**src/design/cfl_pkg.sv**
```systemverilog
package cfl_pkg;

   // register offsets
   localparam logic [7:0] ADDR_CDR_RESET = 8'h0a;
   localparam logic [7:0] ADDR_RATE_STD = 8'h2f;
   localparam logic [7:0] ADDR_REF_USE = 8'h36;
   localparam logic [7:0] ADDR_G0_LO = 8'h60;
   localparam logic [7:0] ADDR_G0_HI = 8'h61;
   localparam logic [7:0] ADDR_G1_LO = 8'h62;
   localparam logic [7:0] ADDR_G1_HI = 8'h63;
   localparam logic [7:0] ADDR_TOL = 8'h64;
   localparam logic [7:0] ADDR_CHAN_SEL = 8'hff;

   // reset values
   localparam logic [7:0] RST_CDR_RESET = 8'h00;
   localparam logic [7:0] RST_RATE_STD = 8'h02;
   localparam logic [7:0] RST_REF_USE = 8'h30;
   localparam logic [7:0] RST_COUNT = 8'h00;
   localparam logic [7:0] RST_TOL = 8'hff;
   localparam logic [7:0] RST_CHAN_SEL = 8'h00;
   localparam logic [7:0] RD_UNMAPPED = 8'h00;

   // field positions
   localparam int CDR_RST_LSB = 2;
   localparam int CDR_RST_MSB = 3;
   localparam int REF_MODE_LSB = 4;
   localparam int REF_MODE_MSB = 5;
   localparam logic [1:0] REF_MODE_AUTO = 2'h3;
   localparam int RATE_LSB = 4;
   localparam int RATE_MSB = 7;
   localparam int FORCE_DIV_LSB = 2;
   localparam int FORCE_DIV_MSB = 3;
   localparam int FALSE_LOCK_DIS_BIT = 1;
   localparam int MANUAL_BIT = 7;
   localparam int TOL_G0_LSB = 0;
   localparam int TOL_G1_LSB = 4;
   localparam int TOL_W = 4;

   // expected count: vco rate in gbps times this scale
   localparam int COUNT_SCALE = 1280;
   localparam int CNT_WIDTH = 15;
   localparam int CAP_WIDTH = 6;
   localparam logic [CNT_WIDTH-1:0] DEFAULT_COUNT = 15'(10 * COUNT_SCALE);

   // rate field codes; divider sets are masks of {8,4,2,1}
   localparam logic [3:0] STD_A = 4'h2;
   localparam logic [3:0] STD_B = 4'h3;
   localparam logic [3:0] STD_C = 4'h4;
   localparam logic [3:0] STD_D = 4'h6;
   localparam logic [3:0] STD_E = 4'ha;
   localparam logic [3:0] STD_F = 4'hb;
   localparam logic [3:0] STD_G = 4'hc;
   localparam logic [3:0] STD_ETH = 4'hf;
   localparam logic [3:0] DIV_124 = 4'h7;
   localparam logic [3:0] DIV_24 = 4'h6;
   localparam logic [3:0] DIV_1248 = 4'hf;
   localparam logic [3:0] DIV_2 = 4'h2;
   localparam logic [3:0] DIV_1 = 4'h1;
   localparam logic [3:0] DIV_8 = 4'h8;
   localparam logic [3:0] DIV_NONE = 4'h0;
   localparam logic [2:0] EXP_NONE = 3'h4;

   typedef enum logic [1:0] {
      LS_HOLD = 2'b00,
      LS_MEASURE = 2'b01,
      LS_LOCKED = 2'b10
   } cfl_lock_state_t;

   typedef enum logic [3:0] {
      SM_IDLE = 4'b0000,
      SM_ADDR = 4'b0001,
      SM_ACK_ADDR = 4'b0010,
      SM_CMD = 4'b0011,
      SM_ACK_CMD = 4'b0100,
      SM_WDATA = 4'b0101,
      SM_ACK_W = 4'b0110,
      SM_RDATA = 4'b0111,
      SM_ACK_R = 4'b1000
   } cfl_smb_state_t;

   // per-group divider set for a rate code; zero means frequency-range mode
   function automatic logic [3:0] cfl_div_set(input logic [3:0] code, input logic grp);
      logic [3:0] m;
      m = DIV_NONE;
      case (code)
         STD_A, STD_B: m = DIV_124;
         STD_C, STD_F: m = DIV_24;
         STD_D: m = DIV_1248;
         STD_E: m = DIV_2;
         STD_G: m = DIV_1;
         STD_ETH: m = grp ? DIV_1 : DIV_8;
         default: m = DIV_NONE;
      endcase
      return m;
   endfunction

   // lowest allowed divider exponent at or above from, EXP_NONE if none
   function automatic logic [2:0] cfl_next_exp(input logic [3:0] mask, input logic [2:0] from);
      logic [2:0] r;
      r = EXP_NONE;
      for (int i = 3; i >= 0; i--) begin
         if (mask[i] && 3'(i) >= from) begin
            r = 3'(i);
         end
      end
      return r;
   endfunction

endpackage

```
**src/design/cfl_chk_if.sv**
```systemverilog
`timescale 1ns/1ps
interface cfl_chk_if #(parameter int CW = 15, parameter int TW = 4);
   logic [CW-1:0] expected;
   logic [CW-1:0] measured;
   logic [TW-1:0] tol;
   logic hit;
   modport chk (input expected, input measured, input tol, output hit);
   modport ctl (output expected, output measured, output tol, input hit);
endinterface

```
**src/design/cfl_count_check.sv**
```systemverilog
`timescale 1ns/1ps
module cfl_count_check (
   cfl_chk_if.chk chk
);
   logic [$bits(chk.expected)-1:0] diff;

   always_comb begin
      if (chk.measured > chk.expected) begin
         diff = chk.measured - chk.expected;
      end else begin
         diff = chk.expected - chk.measured;
      end
      chk.hit = diff <= {{($bits(chk.expected) - $bits(chk.tol)){1'b0}}, chk.tol};
   end
endmodule

```
**src/design/cfl_lock_setup.sv**
```systemverilog
// Behaviour
// - group zero count in group0_expected_count_low and group0_expected_count_high
// - top bit selects manually loaded count
// - group one count in group1_expected_count_low and group1_expected_count_high
// - two 4-bit tolerances from count_tolerance nibbles
// - range mode: fixed divider one, forceable
// - standards mode switches divider and group automatically
// - lock restarts when cdr reset bits release
// - lock acquired only when programmed-rate signal present
// - reference-usage field resets to 2'b11
// - reference mode tunes coarse capacitor automatically
// - rate nibble decodes per-group divider sets
// - groups may differ with equal dividers
// - reference calibrates and judges lock only
// - divider register bit 1 disables false-lock
`timescale 1ns/1ps
module cfl_lock_setup import cfl_pkg::*; #(
   parameter logic [6:0] SMB_ADDR = 7'h18,
   parameter int CHANNEL_ID = 0,
   parameter logic [CNT_WIDTH-1:0] INTERNAL_COUNT = DEFAULT_COUNT
) (
   input wire logic clk,
   input wire logic rst,
   input wire logic sdc_in,
   input wire logic sda_in,
   output logic sda_out,
   output logic sda_oe,
   input wire logic signal_detect,
   input wire logic [CNT_WIDTH-1:0] meas_count,
   input wire logic meas_valid,
   output logic cdr_lock,
   output logic cdr_in_reset,
   output logic lock_group,
   output logic [1:0] divider_exp,
   output logic [CAP_WIDTH-1:0] coarse_vco_capacitor_setting,
   output logic false_lock_det_en,
   output logic ref_assist_en
);
   typedef struct packed {
      cfl_smb_state_t sm;
      logic [7:0] sh;
      logic [3:0] bitc;
      logic [7:0] ptr;
      logic rd;
      logic mack;
      logic sda_low;
      logic sdc_prev;
      logic sda_prev;
      logic [7:0] cdr_rst;
      logic [7:0] rate_std;
      logic [7:0] ref_use;
      logic [7:0] g0_lo;
      logic [7:0] g0_hi;
      logic [7:0] g1_lo;
      logic [7:0] g1_hi;
      logic [7:0] tol;
      logic [7:0] chan_sel;
      cfl_lock_state_t ls;
      logic lock;
      logic rst_prev;
      logic tune_start;
      logic tune_step;
   } cfl_state_t;

   cfl_state_t s_q, s_d;
   logic sdc_rise, sdc_fall, start_cond, stop_cond, chan_hit, in_reset;
   logic [7:0] rd_data;
   logic [3:0] rate_code, mask0, mask1, force_mask;
   logic [CNT_WIDTH-1:0] exp0, exp1;
   logic tune_group, cur_hit;

   cfl_chk_if #(.CW(CNT_WIDTH), .TW(TOL_W)) chk0 ();
   cfl_chk_if #(.CW(CNT_WIDTH), .TW(TOL_W)) chk1 ();

   cfl_count_check u_chk0 (
      .chk(chk0.chk)
   );
   cfl_count_check u_chk1 (
      .chk(chk1.chk)
   );

   // manual flag picks the loaded count, else the internal one
   assign exp0 = s_q.g0_hi[MANUAL_BIT] ? {s_q.g0_hi[MANUAL_BIT-1:0], s_q.g0_lo} : INTERNAL_COUNT;
   assign exp1 = s_q.g1_hi[MANUAL_BIT] ? {s_q.g1_hi[MANUAL_BIT-1:0], s_q.g1_lo} : INTERNAL_COUNT;
   assign chk0.expected = exp0;
   assign chk1.expected = exp1;
   assign chk0.measured = meas_count;
   assign chk1.measured = meas_count;
   assign chk0.tol = s_q.tol[TOL_G0_LSB +: TOL_W];
   assign chk1.tol = s_q.tol[TOL_G1_LSB +: TOL_W];

   assign rate_code = s_q.rate_std[RATE_MSB:RATE_LSB];
   assign force_mask = 4'(4'h1 << s_q.rate_std[FORCE_DIV_MSB:FORCE_DIV_LSB]);
   always_comb begin
      mask0 = cfl_div_set(rate_code, 1'b0);
      mask1 = cfl_div_set(rate_code, 1'b1);
      // unlisted codes run frequency-range mode: one divider, nominally 1
      if (mask0 == DIV_NONE) begin
         mask0 = force_mask;
         mask1 = force_mask;
      end
   end

   assign ref_assist_en = s_q.ref_use[REF_MODE_MSB:REF_MODE_LSB] == REF_MODE_AUTO;

   cfl_vco_tune #(.CAP_W(CAP_WIDTH)) u_tune (
      .clk(clk),
      .rst(rst),
      .restart(s_q.tune_start),
      .step(s_q.tune_step),
      .auto_cal(ref_assist_en),
      .mask0(mask0),
      .mask1(mask1),
      .cap(coarse_vco_capacitor_setting),
      .group(tune_group),
      .div_exp(divider_exp)
   );

   assign cur_hit = tune_group ? chk1.hit : chk0.hit;
   assign in_reset = |s_q.cdr_rst[CDR_RST_MSB:CDR_RST_LSB];

   assign sdc_rise = sdc_in && !s_q.sdc_prev;
   assign sdc_fall = !sdc_in && s_q.sdc_prev;
   assign start_cond = sdc_in && s_q.sdc_prev && s_q.sda_prev && !sda_in;
   assign stop_cond = sdc_in && s_q.sdc_prev && !s_q.sda_prev && sda_in;
   // channel registers only take writes for the selected channel
   assign chan_hit = s_q.chan_sel[CHANNEL_ID];

   always_comb begin
      case (s_q.ptr)
         ADDR_CDR_RESET: rd_data = s_q.cdr_rst;
         ADDR_RATE_STD: rd_data = s_q.rate_std;
         ADDR_REF_USE: rd_data = s_q.ref_use;
         ADDR_G0_LO: rd_data = s_q.g0_lo;
         ADDR_G0_HI: rd_data = s_q.g0_hi;
         ADDR_G1_LO: rd_data = s_q.g1_lo;
         ADDR_G1_HI: rd_data = s_q.g1_hi;
         ADDR_TOL: rd_data = s_q.tol;
         ADDR_CHAN_SEL: rd_data = s_q.chan_sel;
         default: rd_data = RD_UNMAPPED;
      endcase
   end

   always_comb begin
      s_d = s_q;
      s_d.sdc_prev = sdc_in;
      s_d.sda_prev = sda_in;
      s_d.tune_start = 1'b0;
      s_d.tune_step = 1'b0;

      // serial slave: sample on rising clock, drive on falling clock
      if (start_cond) begin
         s_d.sm = SM_ADDR;
         s_d.bitc = 4'h0;
         s_d.sda_low = 1'b0;
      end else if (stop_cond) begin
         s_d.sm = SM_IDLE;
         s_d.sda_low = 1'b0;
      end else begin
         case (s_q.sm)
            SM_ADDR, SM_CMD, SM_WDATA: begin
               if (sdc_rise) begin
                  s_d.sh = {s_q.sh[6:0], sda_in};
                  s_d.bitc = s_q.bitc + 4'h1;
               end else if (sdc_fall && s_q.bitc == 4'h8) begin
                  s_d.bitc = 4'h0;
                  s_d.sda_low = 1'b1;
                  if (s_q.sm == SM_ADDR) begin
                     s_d.rd = s_q.sh[0];
                     if (s_q.sh[7:1] == SMB_ADDR) begin
                        s_d.sm = SM_ACK_ADDR;
                     end else begin
                        s_d.sm = SM_IDLE;
                        s_d.sda_low = 1'b0;
                     end
                  end else if (s_q.sm == SM_CMD) begin
                     s_d.ptr = s_q.sh;
                     s_d.sm = SM_ACK_CMD;
                  end else begin
                     s_d.sm = SM_ACK_W;
                     s_d.ptr = s_q.ptr + 8'h1;
                     case (s_q.ptr)
                        ADDR_CHAN_SEL: s_d.chan_sel = s_q.sh;
                        ADDR_CDR_RESET: if (chan_hit) s_d.cdr_rst = s_q.sh;
                        ADDR_RATE_STD: if (chan_hit) s_d.rate_std = s_q.sh;
                        ADDR_REF_USE: if (chan_hit) s_d.ref_use = s_q.sh;
                        ADDR_G0_LO: if (chan_hit) s_d.g0_lo = s_q.sh;
                        ADDR_G0_HI: if (chan_hit) s_d.g0_hi = s_q.sh;
                        ADDR_G1_LO: if (chan_hit) s_d.g1_lo = s_q.sh;
                        ADDR_G1_HI: if (chan_hit) s_d.g1_hi = s_q.sh;
                        ADDR_TOL: if (chan_hit) s_d.tol = s_q.sh;
                        default: s_d.ptr = s_q.ptr + 8'h1;
                     endcase
                  end
               end
            end
            SM_ACK_ADDR, SM_ACK_CMD, SM_ACK_W: begin
               if (sdc_fall) begin
                  s_d.sda_low = 1'b0;
                  if (s_q.sm == SM_ACK_ADDR && s_q.rd) begin
                     s_d.sm = SM_RDATA;
                     s_d.sh = rd_data;
                     // pointer moves past the byte just loaded, so an ack fetches the next
                     s_d.ptr = s_q.ptr + 8'h1;
                     s_d.sda_low = ~rd_data[7];
                     s_d.bitc = 4'h1;
                  end else if (s_q.sm == SM_ACK_ADDR) begin
                     s_d.sm = SM_CMD;
                  end else begin
                     s_d.sm = SM_WDATA;
                  end
               end
            end
            SM_RDATA: begin
               if (sdc_fall) begin
                  if (s_q.bitc == 4'h8) begin
                     s_d.sda_low = 1'b0;
                     s_d.sm = SM_ACK_R;
                  end else begin
                     s_d.sh = {s_q.sh[6:0], 1'b0};
                     s_d.sda_low = ~s_q.sh[6];
                     s_d.bitc = s_q.bitc + 4'h1;
                  end
               end
            end
            SM_ACK_R: begin
               if (sdc_rise) begin
                  s_d.mack = !sda_in;
               end else if (sdc_fall) begin
                  // master nack ends the read; ack fetches the next byte
                  if (s_q.mack) begin
                     s_d.ptr = s_q.ptr + 8'h1;
                     s_d.sh = rd_data;
                     s_d.sda_low = ~rd_data[7];
                     s_d.sm = SM_RDATA;
                     s_d.bitc = 4'h1;
                  end else begin
                     s_d.sm = SM_IDLE;
                  end
               end
            end
            default: s_d.sm = SM_IDLE;
         endcase
      end

      // lock acquisition
      s_d.rst_prev = in_reset;
      if (in_reset) begin
         s_d.ls = LS_HOLD;
         s_d.lock = 1'b0;
      end else if (s_q.rst_prev) begin
         s_d.tune_start = 1'b1;
         s_d.ls = LS_MEASURE;
         s_d.lock = 1'b0;
      end else begin
         case (s_q.ls)
            LS_HOLD: s_d.ls = LS_MEASURE;
            LS_MEASURE: begin
               if (meas_valid && signal_detect) begin
                  if (cur_hit) begin
                     s_d.ls = LS_LOCKED;
                     s_d.lock = 1'b1;
                  end else begin
                     s_d.tune_step = 1'b1;
                  end
               end
            end
            LS_LOCKED: begin
               // lock is judged against the reference count, and dropped when signal detect falls
               if (!signal_detect || (meas_valid && !cur_hit)) begin
                  s_d.ls = LS_MEASURE;
                  s_d.lock = 1'b0;
               end
            end
            default: s_d.ls = LS_HOLD;
         endcase
      end
   end

   always_ff @(posedge clk) begin
      if (rst) begin
         s_q <= '0;
         s_q.sm <= SM_IDLE;
         s_q.sdc_prev <= 1'b1;
         s_q.sda_prev <= 1'b1;
         s_q.cdr_rst <= RST_CDR_RESET;
         s_q.rate_std <= RST_RATE_STD;
         s_q.ref_use <= RST_REF_USE;
         s_q.g0_lo <= RST_COUNT;
         s_q.g0_hi <= RST_COUNT;
         s_q.g1_lo <= RST_COUNT;
         s_q.g1_hi <= RST_COUNT;
         s_q.tol <= RST_TOL;
         s_q.chan_sel <= RST_CHAN_SEL;
         s_q.ls <= LS_HOLD;
         s_q.rst_prev <= 1'b1;
      end else begin
         s_q <= s_d;
      end
   end

   assign sda_out = 1'b0;
   assign sda_oe = s_q.sda_low;
   assign cdr_lock = s_q.lock;
   assign cdr_in_reset = in_reset;
   assign lock_group = tune_group;
   assign false_lock_det_en = !s_q.rate_std[FALSE_LOCK_DIS_BIT];
endmodule

```
**src/design/cfl_vco_tune.sv**
```systemverilog
`timescale 1ns/1ps
module cfl_vco_tune import cfl_pkg::*; #(
   parameter int CAP_W = CAP_WIDTH
) (
   input wire logic clk,
   input wire logic rst,
   input wire logic restart,
   input wire logic step,
   input wire logic auto_cal,
   input wire logic [3:0] mask0,
   input wire logic [3:0] mask1,
   output logic [CAP_W-1:0] cap,
   output logic group,
   output logic [1:0] div_exp
);
   typedef struct packed {
      logic [CAP_W-1:0] cap;
      logic group;
      logic [1:0] dexp;
   } cfl_tune_t;

   cfl_tune_t s_q, s_d;
   logic [2:0] n_same, n_other, n_first;
   logic [3:0] cur_mask, oth_mask;

   always_comb begin
      s_d = s_q;
      cur_mask = s_q.group ? mask1 : mask0;
      oth_mask = s_q.group ? mask0 : mask1;
      n_same = cfl_next_exp(cur_mask, 3'(s_q.dexp) + 3'h1);
      n_other = cfl_next_exp(oth_mask, 3'h0);
      n_first = cfl_next_exp(mask0, 3'h0);
      if (restart) begin
         s_d.cap = '0;
         s_d.group = 1'b0;
         s_d.dexp = (n_first == EXP_NONE) ? 2'h0 : n_first[1:0];
      end else if (step) begin
         // sweep the capacitor first, then the divider set, then the other group
         if (auto_cal && s_q.cap != {CAP_W{1'b1}}) begin
            s_d.cap = s_q.cap + 1'b1;
         end else begin
            s_d.cap = '0;
            if (n_same != EXP_NONE) begin
               s_d.dexp = n_same[1:0];
            end else begin
               s_d.group = ~s_q.group;
               s_d.dexp = (n_other == EXP_NONE) ? 2'h0 : n_other[1:0];
            end
         end
      end
   end

   always_ff @(posedge clk) begin
      if (rst) begin
         s_q <= '0;
      end else begin
         s_q <= s_d;
      end
   end

   assign cap = s_q.cap;
   assign group = s_q.group;
   assign div_exp = s_q.dexp;
endmodule
```
**config.mk**
```make
export PLATFORM = sky130hd
export DESIGN_NAME = cfl_lock_setup
export DESIGN_NICKNAME = d
export VERILOG_FILES = /design/src/design/cfl_pkg.sv /design/src/design/cfl_chk_if.sv /design/src/design/cfl_count_check.sv /design/src/design/cfl_lock_setup.sv /design/src/design/cfl_vco_tune.sv
export SDC_FILE = /design/constraint.sdc
export NUM_CORES = 1
export LEC_CHECK = 0
export CAP_MARGIN = 20
export CORE_MARGIN = 3
export CORE_UTILIZATION = 55
export CTS_BUF_LIST = sky130_fd_sc_hd__clkbuf_4
export CTS_CLUSTER_SIZE = 12
export DETAILED_ROUTE_END_ITERATION = 12
export DONT_BUFFER_PORTS = 1
export PLACE_DENSITY = 0.68
export SLEW_MARGIN = 10
export SYNTH_ARGS = -nofsm -noshare
export SYNTH_HDL_FRONTEND = slang
export SYNTH_SLANG_ARGS = --single-unit
```
**constraint.sdc**
```tcl
create_clock -name clk -period 7.5 [get_ports clk]
set_input_delay 0.375 -clock clk [delete_from_list [all_inputs] [get_ports clk]]
set_output_delay 0.375 -clock clk [all_outputs]
set_load 0.03 [all_outputs]
```
==> results of run 1 <==
-- kinds of logic (layout without fill, tap and decap cells) --
| group | Yosys count | in the layout | share of synthesized area [%] |
|---|---|---|---|
| AOI/OAI and AO/OA | 369 | 369 | 25.6 |
| xor gates and xnor gates | 34 | 34 | 3.18 |
| adders and majority gates | 82 | 82 | 11.3 |
| buffers and inverters | 156 | 121 | 7.20 |
| DFF | 122 | 122 | 26.1 |
| muxes | 23 | 23 | 2.64 |
| other | 1 | 2 | 0.0400 |
| and+or+nand+nor | 488 | 488 | 24.0 |
-- flip-flops by register name, indices dropped and copies added, names as in the netlist, named ones only --
name            cells
s_q                92
u_tune.cap          6
chk0.tol            4
chk1.tol            4
rate_code           4
u_tune.div_exp      2
cdr_lock            1
chan_hit            1
sda_oe              1
u_tune.group        1
-- where the power goes --
group	internal, mW	switching, mW	leakage (nW)	total (mW)
combinational	0.209	0.346	2.76	0.556
sequential	0.688	0.153	0.986	0.841
clock	0.202	0.269	0.146	0.471
total	1.10	0.768	3.89	1.87
-- worst max-delay path: stages, from the launching register on --
cell and delay [ns]:
dfxtp_1 0.71, nand2_1 0.23, inv_1 0.14, ha_1 0.17, nand2b_1 0.10, a2111oi_0 0.63, o21a_1 0.24, o21ai_1 0.10
nand2_1 0.30, mux2i_1 0.26, xnor2_1 0.14, ha_1 0.26, o21ai_0 0.16, a21oi_1 0.05, o21ai_0 0.21, nand2b_1 0.11
nor4_1 0.37, nand3_1 0.12, o21ai_0 0.14, nor4b_1 0.50, a41o_1 0.26, nor2_2 0.06, o311a_1 0.31
-- how the worst max path moves through the flow --
stage,cells past startpoint,slack [ns],start,to
6_report,22,1.84,s_q[45],s_q[4]
5_1_grt,22,1.32,s_q[45],s_q[4]
4_1_cts,22,1.92,s_q[45],s_q[4]
3_5_place_dp,22,1.92,s_q[45],s_q[4]
3_3_place_gp,22,2.14,s_q[45],s_q[4]
2_1_floorplan,24,3.02,s_q[45],s_q[4]
-- cells in the final DEF (no fill, tap or decap), types with 20 or more instances in the layout --
cell,count
a211oi_1,24
a21oi_1,138
dfxtp_1,122
ha_1,78
inv_1,79
nand2_1,198
nand2b_1,24
nand3_1,21
nor2_1,117
nor3_1,20
o21ai_0,61
xnor2_1,25
-- final cells by class --
| cell class | instances | area (um^2) | area share (%) |
|---|---|---|---|
| Timing Repair Buffer | 10 | 105 | 1.09 |
| Antenna cell | 1 | 2.50 | 0.0259 |
| Clock buffer | 18 | 135 | 1.40 |
| Clock inverter | 14 | 149 | 1.54 |
| Multi-Input combinational cell | 997 | 6270 | 64.8 |
| Tap cell | 220 | 275 | 2.85 |
| Sequential cell | 122 | 2440 | 25.2 |
| Inverter | 79 | 297 | 3.07 |
-- timing repair --
action                                  in CTS  in global routing
endpoints found under the setup margin       0                  0
hold endpoints to repair                    98                  0
buffers inserted                             0                  0
resized for setup                            0                  0
hold buffers                                 5                  0
-- per-stage QoR --
step | cell area, um^2 | std cells | hold WS [ns] | worst slack [ns]
after floorplan | 9370 | 1275 | 0.431 | 3.02
after global placement | 9310 | 1422 | 0.433 | 2.14
after detailed placement | 9310 | 1422 | 0.442 | 1.92
after CTS | 9660 | 1459 | 0.00126 | 1.92
after global routing | 9670 | 1461 | 0.0238 | 1.32
final | 9670 | 1461 | 0.0282 | 1.84
-- routing by layer --
| layer | share of wire, % | routed length (um) | vias up | global-route usage [%] |
|---|---|---|---|---|
| met3 | 5.3 | 1380 | 53 | 4.49 |
| li1 | - | - | 4385 | - |
| met5 | 0 | 0 | - | 0 |
| met2 | 48 | 12500 | 265 | 47.6 |
| met1 | 44 | 11500 | 4104 | 36.7 |
| met4 | 3.1 | 807 | 0 | 10.2 |
==> flow_summary.ini, run 1 <==
[setup_path]
worstSetupPathType = reg -> reg
cp-start-kind = flop
required_ns = 7.98
critPathMaxFanout = 17
r2r_end = s_q[4]
endpoint_kind = flop
crit_arrival_ns = 6.14
r2r_setup_slack_ns = 1.84
r2r_start = s_q[45]
r2r.worst_path.cells = 22

[floorplan]
fp.dieH_um = 137
num_rows = 47
io_pins = 36
initial_utilization_pct = 56.3
coreArea_um2 = 16600
dieArea_um2 = 18600
fp.dieW_um = 137

[hold_path]
hold_depth = 3
holdPathEnd = s_q[5]
hold_class = in -> reg
hp-start = meas_valid

[yosys]
avgSynthCellArea_um2 = 7.35
synthTopCellsByArea = dfxtp_1 (26%), ha_1 (10%), nand2_1 (7.9%)
synth_common_cells = nand2_1 (198), a21oi_1 (138), dfxtp_1 (122)
synthFlopType = dfxtp_1
synth_seq_cells = 122
synth_top_area_cell = dfxtp_1
yosysUniqueCellTypes = 81
yosysWarningCount = 0
syn_nets = 1378
synth.most_common_cell = nand2_1
ys_seq_area_share_pct = 26.1
yosysTopAreaCellShare_pct = 26.1
async_flop_share_pct = 0
synthesis.instances = 1275
syn_area_um2 = 9370
synth_edf_count = 0

[clocking]
cts_num_sinks = 122
cts.clk_slew.worst_paths_ns = 0.13
cts_max_level = 4
clock_path_buffers = 2
cts_tree = built
clock-root-buffer = clkbuf_4
clkLatencyLatePin_ns = 0.57
cts_buffers = 17

[sta]
finalCritPeriodShare_pct = 75.4
rsz0062_at_grt = false
setup_tns_ns = 0
fmax_mhz = 177
slew_viol_final = 0
hold_viol = 0
period_minus_slack_ns = 5.66
clock-skew-final_ns = 0.0263
maxSlewHeadroom_pct = 50.4
setup-violations-final = 0
worst_pin_slew_ns = 0.743

[power_and_ir_drop]
leakage_nw = 3.89
peakVddDrop_mv = 0.256
power_density_nw_per_um2 = 193
total_power_mw = 1.87

[routing]
routed_wl_mm = 26.2
ant_nets = 0
drt_first_pass_iters = 8
drc = 0
first_iter_violations = 771
detail_route.vias_per_cell = 6.03
wl_per_cell_um = 18.0
num_vias = 8807

[global_routing]
grt_pass1_vias = 8021
overflow = 0
grt_pass1_wl_mm = 41.9
track_usage_pct = 28.3
antenna_found_initial = 1
grt_max_degree = 96

[final_layout]
fin_util_pct = 58.1
fin_nets = 1330
syn2layout_area_growth_pct = 3.27
n_fill_cell = 1655
drive_gt1_share_pct = 5.56

[job]
maxCapViolations = 0

[place]
gp_congestion = 0.926
port_buffers = 0
hpwl_mm = 19.5

[outcome]
status = complete, no violations
Power figures use the tool's default switching activity.
==> run 2: changes to the inputs <==
--- a/config.mk
+++ b/config.mk
@@ -12,7 +12,7 @@
 export CTS_CLUSTER_SIZE = 12
 export DETAILED_ROUTE_END_ITERATION = 12
 export DONT_BUFFER_PORTS = 1
-export PLACE_DENSITY = 0.68
+export PLACE_DENSITY = 0.71
 export SLEW_MARGIN = 10
 export SYNTH_ARGS = -nofsm -noshare
 export SYNTH_HDL_FRONTEND = slang
==> constraint.sdc (replaced) <==
create_clock -name clk -period 4.8 [get_ports clk]
set_input_delay 0.24 -clock clk [delete_from_list [all_inputs] [get_ports clk]]
set_output_delay 0.24 -clock clk [all_outputs]
set_load 0.03 [all_outputs]
==> run 2 against run 1 <==
Compared with the run above:
- design area rose by 5.2%
- global-route usage rose by 0.54 points
- worst setup slack got worse by 1.5 ns
- register-to-register slack got worse by 1.5 ns
- via count rose by 4.4%
- first-iteration DRC count rose by 22%
- power rose by 61%
- hold slack got worse by 0.0058 ns
- clock-buffer cell count fell by 1
- die area did not move
- combinational power rose by 59%
==> flow_summary.ini, run 2 (synthesized netlist as in run 1, its figures left out) <==
[final_layout]
final_cell_mix = nand2_1 (197), a21oi_1 (138), dfxtp_1 (120), nor2_1 (116), inv_1 (79)
fin_nets = 1387
seq_area_um2 = 2450
drive_gt1_share_pct = 10.3
n_fill_cell = 1561
syn2layout_area_growth_pct = 8.64
top_register = s_q
layout.cells.non_filler = 1518
largest_register_ffs = 92
multiInputGateArea_um2 = 6310
layout_commonest_cell = nand2_1

[global_routing]
grt_pass1_wl_mm = 43.0
antenna_found_initial = 1
grt_max_degree = 104
overflow = 0
grt_pass1_vias = 8360
track_usage_pct = 28.8

[routing]
dr_wl_met3_mm = 1.82
top_layer = met4
routed_wl_mm = 26.6
wl_per_cell_um = 17.5
drt-met1-wl_mm = 11.5
ant_nets = 0
first_iter_violations = 940
drc = 0
wl_met2_mm = 12.5
num_vias = 9197
detail_route.vias_per_cell = 6.06
drt_first_pass_iters = 8

[clocking]
cts.clk_slew.worst_paths_ns = 0.11
cts_buffers = 17
cts_max_level = 4
post_cts_buffers = 0
clock_path_buffers = 2
cts_tree = built
cts_num_sinks = 122
clkLatencyLatePin_ns = 0.54
clock-root-buffer = clkbuf_4

[sta]
worst_hold_slack_ns = 0.0224
setup_tns_ns = 0
period_minus_slack_ns = 4.47
hold_viol = 0
slew_viol_final = 0
rsz0062_at_grt = false
clock-skew-final_ns = 0.0182
setup-violations-final = 0
finalCritPeriodShare_pct = 93.0
fmax_mhz = 224
maxSlewHeadroom_pct = 24.5
worst_pin_slew_ns = 1.12

[place]
gp_congestion = 0.980
port_buffers = 0
placedCellCount = 1480
hpwl_mm = 20.0

[setup_path]
crit_arrival_ns = 4.90
crit_chain = nand2_1, inv_1, ha_1, a21oi_2, o21ai_0, a221oi_2, o31ai_4, and2_1, mux2_2, ha_1, nor2b_1, o21ai_0, nand2b_1, a21oi_1, o21ai_0, a2111oi_2, a41o_1, nor2_2, o311a_1
r2r.worst_path.cells = 19
r2r_setup_slack_ns = 0.33
slowest_delay_ns = 0.53
critPathMaxFanout = 17
crit_slowest_cell = dfxtp_2
r2r_end = s_q[4]
r2r_start = s_q[29]
endpoint_kind = flop
worstSetupPathType = reg -> reg
cpMostUsedCell = o21ai_0
cp-start-kind = flop
required_ns = 5.23

[floorplan]
coreArea_um2 = 16600
fp.dieW_um = 137
io_pins = 36
fp.dieH_um = 137
dieArea_um2 = 18600
num_rows = 47
initial_utilization_pct = 56.3

[power_and_ir_drop]
power_density_nw_per_um2 = 296
leakage_nw = 4.17
peakVddDrop_mv = 0.374

[hold_path]
holdPathEnd = s_q[103]
hold_depth = 3
hold_class = in -> reg
hp-start = sdc_in

[outcome]
status = complete, no violations

[job]
maxCapViolations = 0
-- run 2: worst max path at each step --
stage / startpoint / end / slack (ns) / depth (start not counted)
after global routing: s_q[45] / s_q[4] / 0.03 / 25
after CTS: s_q[45] / s_q[4] / 0.03 / 25
after global placement: s_q[45] / s_q[4] / 0.08 / 25
after floorplan: s_q[45] / s_q[4] / 0.32 / 24
final: s_q[29] / s_q[4] / 0.33 / 19
after detailed placement: s_q[45] / s_q[4] / 0.02 / 25
-- run 2: routing by layer --
layer  track usage [%]  vias up
met1              38.1     4253
met3              4.96       60
met2              47.9      386
met4              9.41        0
li1                  -     4498
met5                 0        -
-- run 2: stage by stage --
step	area (um^2)	worst slack, ns	util (%)	power, mW
CTS	10100	0.0340	60.8	2.98
floorplan	9370	0.316	-	1.93
detailed placement	9760	0.0177	58.6	2.19
global placement	9760	0.0827	58.6	2.19
global route	10200	0.0314	61.2	3.17
finish	10200	0.335	61.2	3.01
-- run 2: power breakdown --
group	internal [mW]	switching, mW
clock network	0.359	0.426
registers	1.07	0.266
logic	0.350	0.533
-- run 2: timing repair --
action	CTS	global route
hold buffers	5	0
gates resized for setup	1	13
endpoints found under the setup margin	1	4
pin swaps	0	3
endpoints found under the hold margin	122	0
-- run 2: worst max-delay path: cells and delay by family, from the launching register on --
| kind | cells | cell delay, ns |
|---|---|---|
| AO/OA/AOI/OAI | 10 | 2.28 |
| buffers and inverters | 1 | 0.09 |
| AND/OR/NAND/NOR | 5 | 0.62 |
| adder cells (fa/ha/maj) | 2 | 0.56 |
| multiplexers | 1 | 0.28 |
| flip-flops | 1 | 0.53 |
-- run 2: final cells by class --
type | instances | share of cell area [%]
antenna | 1 | 0.0246
clock buffer | 17 | 1.25
clock inverter | 15 | 1.68
inverter | 79 | 2.91
multi-input combinational | 997 | 62.0
sequential | 122 | 24.0
tap | 220 | 2.70
timing repair buffer | 67 | 5.36
